`config.mk`:
```
export PLATFORM = sky130hd
export DESIGN_NAME = atc_compare
export DESIGN_NICKNAME = d
export VERILOG_FILES = /design/src/core/atc_pkg.sv /design/src/core/atc_coef_mem.sv /design/src/core/atc_compare.sv
export SDC_FILE = /design/constraint.sdc
export NUM_CORES = 2
export LEC_CHECK = 0
export ABC_CLOCK_PERIOD_IN_PS = 15900
export BUFFER_PORTS_ARGS = -buffer_cell sky130_fd_sc_hd__clkbuf_2
export CAP_MARGIN = 0
export CELL_PAD_IN_SITES_DETAIL_PLACEMENT = 0
export CELL_PAD_IN_SITES_GLOBAL_PLACEMENT = 1
export CORE_MARGIN = 2
export CORE_UTILIZATION = 38
export DETAILED_ROUTE_END_ITERATION = 6
export PLACE_DENSITY_LB_ADDON = 0.1
export REMOVE_ABC_BUFFERS = 1
export SLEW_MARGIN = 20
export SYNTH_ARGS = -nofsm -noshare
export SYNTH_HDL_FRONTEND = slang
export SYNTH_SLANG_ARGS = --single-unit
export TNS_END_PERCENT = 5
```
`constraint.sdc`:
```
create_clock -name core_clk -period 15.9 [get_ports core_clk]
set_clock_uncertainty 0.05 [all_clocks]
set_input_delay 0.795 -clock core_clk [delete_from_list [all_inputs] [get_ports core_clk]]
set_output_delay 0.795 -clock core_clk [all_outputs]
set_load 0.005 [all_outputs]
```
`src/core/atc_pkg.sv`:
```
package atc_pkg;

  // Register port
  localparam int         ATC_AW            = 8;
  localparam int         ATC_DW            = 32;
  localparam logic [7:0] ATC_REG_CTRL      = 8'h00;
  localparam logic [7:0] ATC_REG_CONST1    = 8'h04;
  localparam logic [7:0] ATC_REG_CONST2    = 8'h08;
  localparam logic [7:0] ATC_REG_COEF_IDX  = 8'h0C;
  localparam logic [7:0] ATC_REG_COEF_DATA = 8'h10;
  localparam logic [7:0] ATC_REG_STATUS    = 8'h14;
  localparam logic [7:0] ATC_REG_OP1       = 8'h18;
  localparam logic [7:0] ATC_REG_OP2       = 8'h1C;

  // Control word layout
  localparam int ATC_REL_LSB   = 0;
  localparam int ATC_REL_W     = 3;
  localparam int ATC_OP1_CONST = 3;
  localparam int ATC_OP2_CONST = 4;
  localparam int ATC_CH1_LSB   = 8;
  localparam int ATC_CH2_LSB   = 12;
  localparam int ATC_CH_W      = 3;
  localparam int ATC_LINK_BIT  = 16;
  localparam logic [31:0] ATC_CTRL_RST  = 32'h0000_0000;
  localparam logic [31:0] ATC_CONST_RST = 32'h0000_0000;

  // Status word layout
  localparam int ATC_STAT_RESULT = 0;
  localparam int ATC_STAT_BUSY   = 1;

  // Relation codes
  localparam logic [2:0] ATC_REL_LT = 3'h0;
  localparam logic [2:0] ATC_REL_GT = 3'h1;
  localparam logic [2:0] ATC_REL_LE = 3'h2;
  localparam logic [2:0] ATC_REL_GE = 3'h3;
  localparam logic [2:0] ATC_REL_NE = 3'h4;
  localparam logic [2:0] ATC_REL_EQ = 3'h5;

  // Coefficient storage: entry {channel, sel}
  localparam int   ATC_COEF_W   = 16;
  localparam int   ATC_VAL_W    = 32;
  localparam int   ATC_CIDX_W   = ATC_CH_W + 1;
  localparam logic ATC_SEL_GAIN = 1'b0;
  localparam logic ATC_SEL_OFF  = 1'b1;

endpackage

```
`src/core/atc_coef_mem.sv`:
```
`timescale 1ns/1ps
module atc_coef_mem
#(
  parameter int W  = 16,
  parameter int AW = 4
)
(
  input  wire logic          core_clk,
  input  wire logic          wr_en,
  input  wire logic [AW-1:0] wr_addr,
  input  wire logic [W-1:0]  wr_data,
  input  wire logic [AW-1:0] rd_addr,
  output logic      [W-1:0]  rd_data
);

  logic [W-1:0] mem [0:(1<<AW)-1];

  always_ff @(posedge core_clk)
  begin
    if (wr_en)
    begin
      mem[wr_addr] <= wr_data;
    end
    rd_data <= mem[rd_addr];
  end

endmodule // atc_coef_mem

```
`src/core/atc_compare.sv`:
```
`timescale 1ns/1ps
module atc_compare
  import atc_pkg::*;
#(
  parameter int NCH   = 8,
  parameter int RAW_W = 12
)
(
  input  wire logic                 core_clk,
  input  wire logic                 srst,
  input  wire logic [ATC_AW-1:0]    reg_addr,
  input  wire logic [ATC_DW-1:0]    reg_wdata,
  input  wire logic                 reg_wr,
  input  wire logic                 reg_rd,
  output logic      [ATC_DW-1:0]    reg_rdata,
  input  wire logic                 scan_start,
  input  wire logic [NCH*RAW_W-1:0] raw_data,
  output logic                      cmp_result,
  output logic                      disp_upd,
  output logic      [ATC_DW-1:0]    disp_ctrl,
  output logic      [ATC_VAL_W-1:0] disp_const1,
  output logic      [ATC_VAL_W-1:0] disp_const2
);

  generate
    if (NCH < 1 || NCH > (1 << ATC_CH_W) || RAW_W < 1 ||
        RAW_W > ATC_VAL_W - ATC_COEF_W - 1)
    begin : g_bad_cfg
      $error("atc_compare: unsupported NCH or RAW_W");
    end
  endgenerate
  typedef enum logic [2:0] {
    ST_IDLE, ST_G1, ST_O1, ST_G2, ST_O2, ST_CMP
  } atc_state_t;

  logic [ATC_DW-1:0]     ctrl_r,   ctrl_nxt;
  logic [ATC_VAL_W-1:0]  const1_r, const1_nxt;
  logic [ATC_VAL_W-1:0]  const2_r, const2_nxt;
  logic [ATC_CIDX_W-1:0] cidx_r,   cidx_nxt;
  logic [ATC_DW-1:0]     rdata_r,  rdata_nxt;
  logic                  coef_we;
  atc_state_t              state_r,  state_nxt;
  logic signed [ATC_COEF_W-1:0] gain_r, gain_nxt;
  logic [ATC_VAL_W-1:0]    op1_r,    op1_nxt;
  logic [ATC_VAL_W-1:0]    op2_r,    op2_nxt;
  logic [RAW_W-1:0]        raw1_r,   raw1_nxt;
  logic [RAW_W-1:0]        raw2_r,   raw2_nxt;
  logic                    result_r, result_nxt;
  logic                    upd_r,    upd_nxt;
  logic [ATC_DW-1:0]       dctrl_r,  dctrl_nxt;
  logic [ATC_VAL_W-1:0]    dc1_r,    dc1_nxt;
  logic [ATC_VAL_W-1:0]    dc2_r,    dc2_nxt;
  logic [ATC_CIDX_W-1:0]   mem_raddr;
  logic [ATC_COEF_W-1:0]   mem_rdata;
  logic [2:0]          rel;
  logic [ATC_CH_W-1:0] ch1;
  logic [ATC_CH_W-1:0] ch2;
  logic                busy;
  assign rel  = ctrl_r[ATC_REL_LSB +: ATC_REL_W];
  assign ch1  = ctrl_r[ATC_CH1_LSB +: ATC_CH_W];
  assign ch2  = ctrl_r[ATC_CH2_LSB +: ATC_CH_W];
  assign busy = (state_r != ST_IDLE);

  // Scaled value in the signed value domain
  function automatic logic [ATC_VAL_W-1:0] scale(
    input logic signed [ATC_COEF_W-1:0] g,
    input logic        [RAW_W-1:0]      raw,
    input logic signed [ATC_COEF_W-1:0] off
  );
    logic signed [ATC_VAL_W-1:0] rx;
    rx = ATC_VAL_W'({1'b0, raw});
    return ATC_VAL_W'(ATC_VAL_W'(g) * rx + ATC_VAL_W'(off));
  endfunction

  // Channels past NCH read as zero
  logic [RAW_W-1:0] raw_ch [0:(1<<ATC_CH_W)-1];
  for (genvar i = 0; i < (1 << ATC_CH_W); i++)
  begin : g_ch
    if (i < NCH)
    begin : g_used
      assign raw_ch[i] = raw_data[i*RAW_W +: RAW_W];
    end
    else
    begin : g_unused
      assign raw_ch[i] = '0;
    end
  end

  function automatic logic relation(
    input logic        [2:0]           r,
    input logic signed [ATC_VAL_W-1:0] a,
    input logic signed [ATC_VAL_W-1:0] b
  );
    case (r)
      ATC_REL_LT: return (a < b);
      ATC_REL_GT: return (a > b);
      ATC_REL_LE: return (a <= b);
      ATC_REL_GE: return (a >= b);
      ATC_REL_NE: return (a != b);
      ATC_REL_EQ: return (a == b);
      default:    return 1'b0;
    endcase
  endfunction
  atc_coef_mem #(
    .W  (ATC_COEF_W),
    .AW (ATC_CIDX_W)
  ) u_coef (
    .core_clk (core_clk),
    .wr_en    (coef_we),
    .wr_addr  (cidx_r),
    .wr_data  (reg_wdata[ATC_COEF_W-1:0]),
    .rd_addr  (mem_raddr),
    .rd_data  (mem_rdata)
  );
  always_comb
  begin
    ctrl_nxt   = ctrl_r;
    const1_nxt = const1_r;
    const2_nxt = const2_r;
    cidx_nxt   = cidx_r;
    rdata_nxt  = '0;
    coef_we    = 1'b0;
    if (reg_wr)
    begin
      case (reg_addr)
        ATC_REG_CTRL:     ctrl_nxt   = reg_wdata;
        ATC_REG_CONST1:   const1_nxt = reg_wdata;
        ATC_REG_CONST2:   const2_nxt = reg_wdata;
        ATC_REG_COEF_IDX: cidx_nxt   = reg_wdata[ATC_CIDX_W-1:0];
        ATC_REG_COEF_DATA:
        begin
          // Auto-advance lets software stream gain, offset, gain...
          coef_we  = 1'b1;
          cidx_nxt = cidx_r + 1'b1;
        end
        default: ;
      endcase
    end
    if (reg_rd)
    begin
      case (reg_addr)
        ATC_REG_CTRL:     rdata_nxt = ctrl_r;
        ATC_REG_CONST1:   rdata_nxt = const1_r;
        ATC_REG_CONST2:   rdata_nxt = const2_r;
        ATC_REG_COEF_IDX: rdata_nxt = ATC_DW'(cidx_r);
        ATC_REG_STATUS:
        begin
          rdata_nxt[ATC_STAT_RESULT] = result_r;
          rdata_nxt[ATC_STAT_BUSY]   = busy;
        end
        ATC_REG_OP1:      rdata_nxt = op1_r;
        ATC_REG_OP2:      rdata_nxt = op2_r;
        default:          rdata_nxt = '0;
      endcase
    end
  end

  always_ff @(posedge core_clk)
  begin
    if (srst)
    begin
      ctrl_r   <= ATC_CTRL_RST;
      const1_r <= ATC_CONST_RST;
      const2_r <= ATC_CONST_RST;
      cidx_r   <= '0;
      rdata_r  <= '0;
    end
    else
    begin
      ctrl_r   <= ctrl_nxt;
      const1_r <= const1_nxt;
      const2_r <= const2_nxt;
      cidx_r   <= cidx_nxt;
      rdata_r  <= rdata_nxt;
    end
  end
  always_comb
  begin
    state_nxt  = state_r;
    gain_nxt   = gain_r;
    op1_nxt    = op1_r;
    op2_nxt    = op2_r;
    raw1_nxt   = raw1_r;
    raw2_nxt   = raw2_r;
    result_nxt = result_r;
    upd_nxt    = 1'b0;
    dctrl_nxt  = dctrl_r;
    dc1_nxt    = dc1_r;
    dc2_nxt    = dc2_r;
    mem_raddr  = {ch1, ATC_SEL_GAIN};
    case (state_r)
      ST_IDLE:
      begin
        if (scan_start)
        begin
          raw1_nxt  = raw_ch[ch1];
          raw2_nxt  = raw_ch[ch2];
          state_nxt = ST_G1;
        end
      end
      ST_G1:
      begin
        mem_raddr = {ch1, ATC_SEL_GAIN};
        state_nxt = ST_O1;
      end
      ST_O1:
      begin
        mem_raddr = {ch1, ATC_SEL_OFF};
        gain_nxt  = mem_rdata;
        state_nxt = ST_G2;
      end
      ST_G2:
      begin
        mem_raddr = {ch2, ATC_SEL_GAIN};
        op1_nxt   = ctrl_r[ATC_OP1_CONST] ? const1_r
                    : scale(gain_r, raw1_r, mem_rdata);
        state_nxt = ST_O2;
      end
      ST_O2:
      begin
        mem_raddr = {ch2, ATC_SEL_OFF};
        gain_nxt  = mem_rdata;
        state_nxt = ST_CMP;
      end
      ST_CMP:
      begin
        op2_nxt    = ctrl_r[ATC_OP2_CONST] ? const2_r
                     : scale(gain_r, raw2_r, mem_rdata);
        result_nxt = relation(rel, op1_r, op2_nxt);
        if (ctrl_r[ATC_LINK_BIT])
        begin
          upd_nxt   = 1'b1;
          dctrl_nxt = ctrl_r;
          dc1_nxt   = const1_r;
          dc2_nxt   = const2_r;
        end
        state_nxt  = ST_IDLE;
      end
      default: state_nxt = ST_IDLE;
    endcase
  end

  always_ff @(posedge core_clk)
  begin
    if (srst)
    begin
      state_r  <= ST_IDLE;
      gain_r   <= '0;
      op1_r    <= '0;
      op2_r    <= '0;
      raw1_r   <= '0;
      raw2_r   <= '0;
      result_r <= 1'b0;
      upd_r    <= 1'b0;
      dctrl_r  <= ATC_CTRL_RST;
      dc1_r    <= ATC_CONST_RST;
      dc2_r    <= ATC_CONST_RST;
    end
    else
    begin
      state_r  <= state_nxt;
      gain_r   <= gain_nxt;
      op1_r    <= op1_nxt;
      op2_r    <= op2_nxt;
      raw1_r   <= raw1_nxt;
      raw2_r   <= raw2_nxt;
      result_r <= result_nxt;
      upd_r    <= upd_nxt;
      dctrl_r  <= dctrl_nxt;
      dc1_r    <= dc1_nxt;
      dc2_r    <= dc2_nxt;
    end
  end
  assign reg_rdata   = rdata_r;
  assign cmp_result  = result_r;
  assign disp_upd    = upd_r;
  assign disp_ctrl   = dctrl_r;
  assign disp_const1 = dc1_r;
  assign disp_const2 = dc2_r;

endmodule // atc_compare

```
==> impl_metrics.yaml <==
critical_path:
  cp_common_cell: "fa_1"
  worst-endpoint-required_ps: 16380
  crit_path_max_fanout: 25
  critPathLaunchType: "register"
  cp-end-kind: "register"
  slowest_delay_ps: 1060
  cp_data_arrival_time_ps: 9210
  cp_slowest_cell: "dfxtp_1"
  crit_type: "reg -> reg"
grt:
  antenna_found_initial: 5
  grt_overflow: 0
  grt_pass1_vias: 31200
  grt_first_pass_wirelength_mm: 200
  grt_util_all_layers_pct: 23.7
  grt_max_degree: 90
yosys:
  synth_fa_ha_area_share_pct: 25.4
  synth_enable_flop_cells: 256
  ys_top_cells_by_area: "fa_1 20%, edfxtp_1 18%, dfxtp_1 17%, nand2_1 6.8%, mux4_2 6.1%"
  yosys.cell_types.count: 74
  postSynth.asyncResetShare_pct: 0
  synth_top_family_by_area: "adder cells"
  synth-xor-area-share_pct: 1.20
  synth_warnings: 0
  synthCells: 4117
  synthesis.area_um2: 41700
  synth_top_area_share_pct: 19.8
  syn_avg_cell_area_um2: 10.1
  synthFlopType: "dfxtp_1"
  synth_area_leader_cell: "fa_1"
  yosys_register_bits: 609
  yosysSeqAreaShare_pct: 35.4
  muxShareOfSynthArea_pct: 8.64
  synthSimpleGateAreaFrac_pct: 12.8
  synth-compound-area-share_pct: 9.85
place:
  dp_hpwl_mm: 95.4
  gp_congestion: 0.835
  portBuffers: 270
clock_tree:
  htreeDepth: 3
  numClockSinks: 609
  clk-insertion-delay-late_ps: 650
  cts_root_buf: "clkbuf_16"
  post-cts-setup-buffers: 0
  cts.reportedPaths.clkPinSlew_ps: 60
  cts_tree: "built"
  cts-buffers-inserted: 72
  hold_buffers: 0
  cts_buffer_depth: 3
  postCtsResizedCells: 0
sta:
  grt_setup_unrepaired: "false"
  fin_crit_sh_pct: 54.9
  tightestPinTransition_ps: 1120
  tns_ps: 0
  whs_ps: 354
  min_period_ps: 8720
  setup_violations: 0
  report.final.slew_viol_count: 0
  finalHoldViolCount: 0
  max_freq_mhz: 115
  timing.slew.headroom_pct: 25.4
worst_hold_path:
  hp-class: "in -> reg"
floorplanning:
  rows: 121
  io_pins: 271
  die_w_um: 335
  coreArea_um2: 109000
  die-area_um2: 112000
  start_util_pct: 38.3
  die_h_um: 335
cells_and_area:
  seq_area_um2: 14800
  drive_gt1_share_pct: 14.2
  multi_input_area_um2: 24200
  most-common-layout-cells: "754 x nand2_1, 489 x inv_1, 412 x fa_1"
  final_common_cell: "nand2_1"
  syn_to_final_growth_pct: 12.3
  finalNetCount: 5019
  nFillCells: 10600
job:
  max-cap-violations: 0
routing:
  firstDrtPassIters: 5
  drc: 0
  wirelength_mm: 131
  vias: 29900
  antenna_left: 0
  routedWlPerCell_um: 22.7
  via_per_inst: 5.19
  first_iter_violations: 2069
status:
  status: "complete, no violations"
pwr:
  power.density_nw_per_um2: 102
  p_leak_nw: 19.4
  ir_drop_mv: 0.0949
## sequential cells by signal (all words and copies together), names as in the netlist, 3 cells and up
register / flops
cidx_r: 4
const1_r: 32
const2_r: 32
ctrl_r: 32
disp_const1: 32
disp_const2: 32
disp_ctrl: 32
gain_r: 16
op1_r: 32
op2_r: 32
raw1_r: 12
raw2_r: 12
reg_rdata: 32
state_r: 3
u_coef.mem: 256
u_coef.rd_data: 16
## worst max-delay path, delay by kind of cell, from the launching register on
| family | cells | cell delay (ps) |
|---|---|---|
| buffers and inverters | 3 | 180 |
| and+or+nand+nor | 7 | 1590 |
| xor gates and xnor gates | 1 | 190 |
| DFF | 1 | 1060 |
| AOI/OAI and AO/OA | 8 | 1610 |
| muxes | 1 | 100 |
| adders and majority gates | 8 | 3840 |
## cell families after synthesis
logic type               Yosys count
adder cells (fa/ha/maj)          598
buffers and inverters            740
multiplexers                     217
flip-flops                       609
AND/OR/NAND/NOR                 1211
XOR/XNOR                          57
AO/OA/AOI/OAI                    685
## where the power goes
group / total, mW / switching (mW) / internal, mW / leakage (nW)
registers: 1.74 / 0.0813 / 1.65 / 5.16
logic: 1.42 / 0.880 / 0.535 / 13.1
clock network: 1.62 / 0.687 / 0.937 / 1.14
## synthesized netlist by cell type, types with 14 or more instances
cell type,n
nor2_1,129
o21ai_0,134
xnor2_1,34
nand2_1,755
mux4_2,112
a22oi_1,27
xor2_1,23
nand3_1,19
a21oi_1,332
mux2i_1,85
a21o_1,25
clkbuf_1,212
inv_1,489
fa_1,412
dfxtp_1,353
ha_1,186
edfxtp_1,256
nand4_1,15
and2_1,199
buf_1,25
nor3_1,24
a211oi_1,58
nor2b_1,14
mux2_2,20
## final cells by class
class	instances	share of cell area, %
antenna	1	0.00535
clock buffer	106	4.48
clock inverter	26	0.462
inverter	490	3.93
multi-input combinational	2768	51.7
sequential	609	31.5
tap	1414	3.78
timing repair buffer	339	4.10
## layer usage
layer / up-vias / GRT usage, % / routed length (um)
li1: 14000 / - / -
met1: 15100 / 34.8 / 62500
met2: 729 / 36.2 / 57600
met3: 115 / 4.95 / 8170
met4: 0 / 4.79 / 2290
met5: - / 0 / 0
## final timing paths
kind,start,to,slack (ps),cells past startpoint
worst max-delay path,gain_r[12]$_SDFFE_PP0N_,cmp_result$_SDFFE_PP0N_,7180,28
worst min-delay path,reg_wdata[17],ctrl_r[17]$_SDFFE_PP0P_,350,3
worst max register to register,gain_r[12]$_SDFFE_PP0N_,cmp_result$_SDFFE_PP0N_,7180,28
worst min register to register,disp_const2[8]$_SDFFE_PP0P_,disp_const2[8]$_SDFFE_PP0P_,400,2
## per-stage QoR
step / setup WS, ps / instances / util (%) / power, mW / cell area, um^2
after floorplan: 8370 / 3867 / - / 2.66 / 40700
after global routing: 6650 / 5752 / 43.0 / 5.05 / 46800
after CTS: 7130 / 5750 / 43.0 / 4.82 / 46800
final: 7180 / 5753 / 43.0 / 4.78 / 46800
after detailed placement: 7140 / 5618 / 40.8 / 3.16 / 44400
after global placement: 7160 / 5618 / 40.8 / 3.18 / 44400
Power figures use the tool's default switching activity.
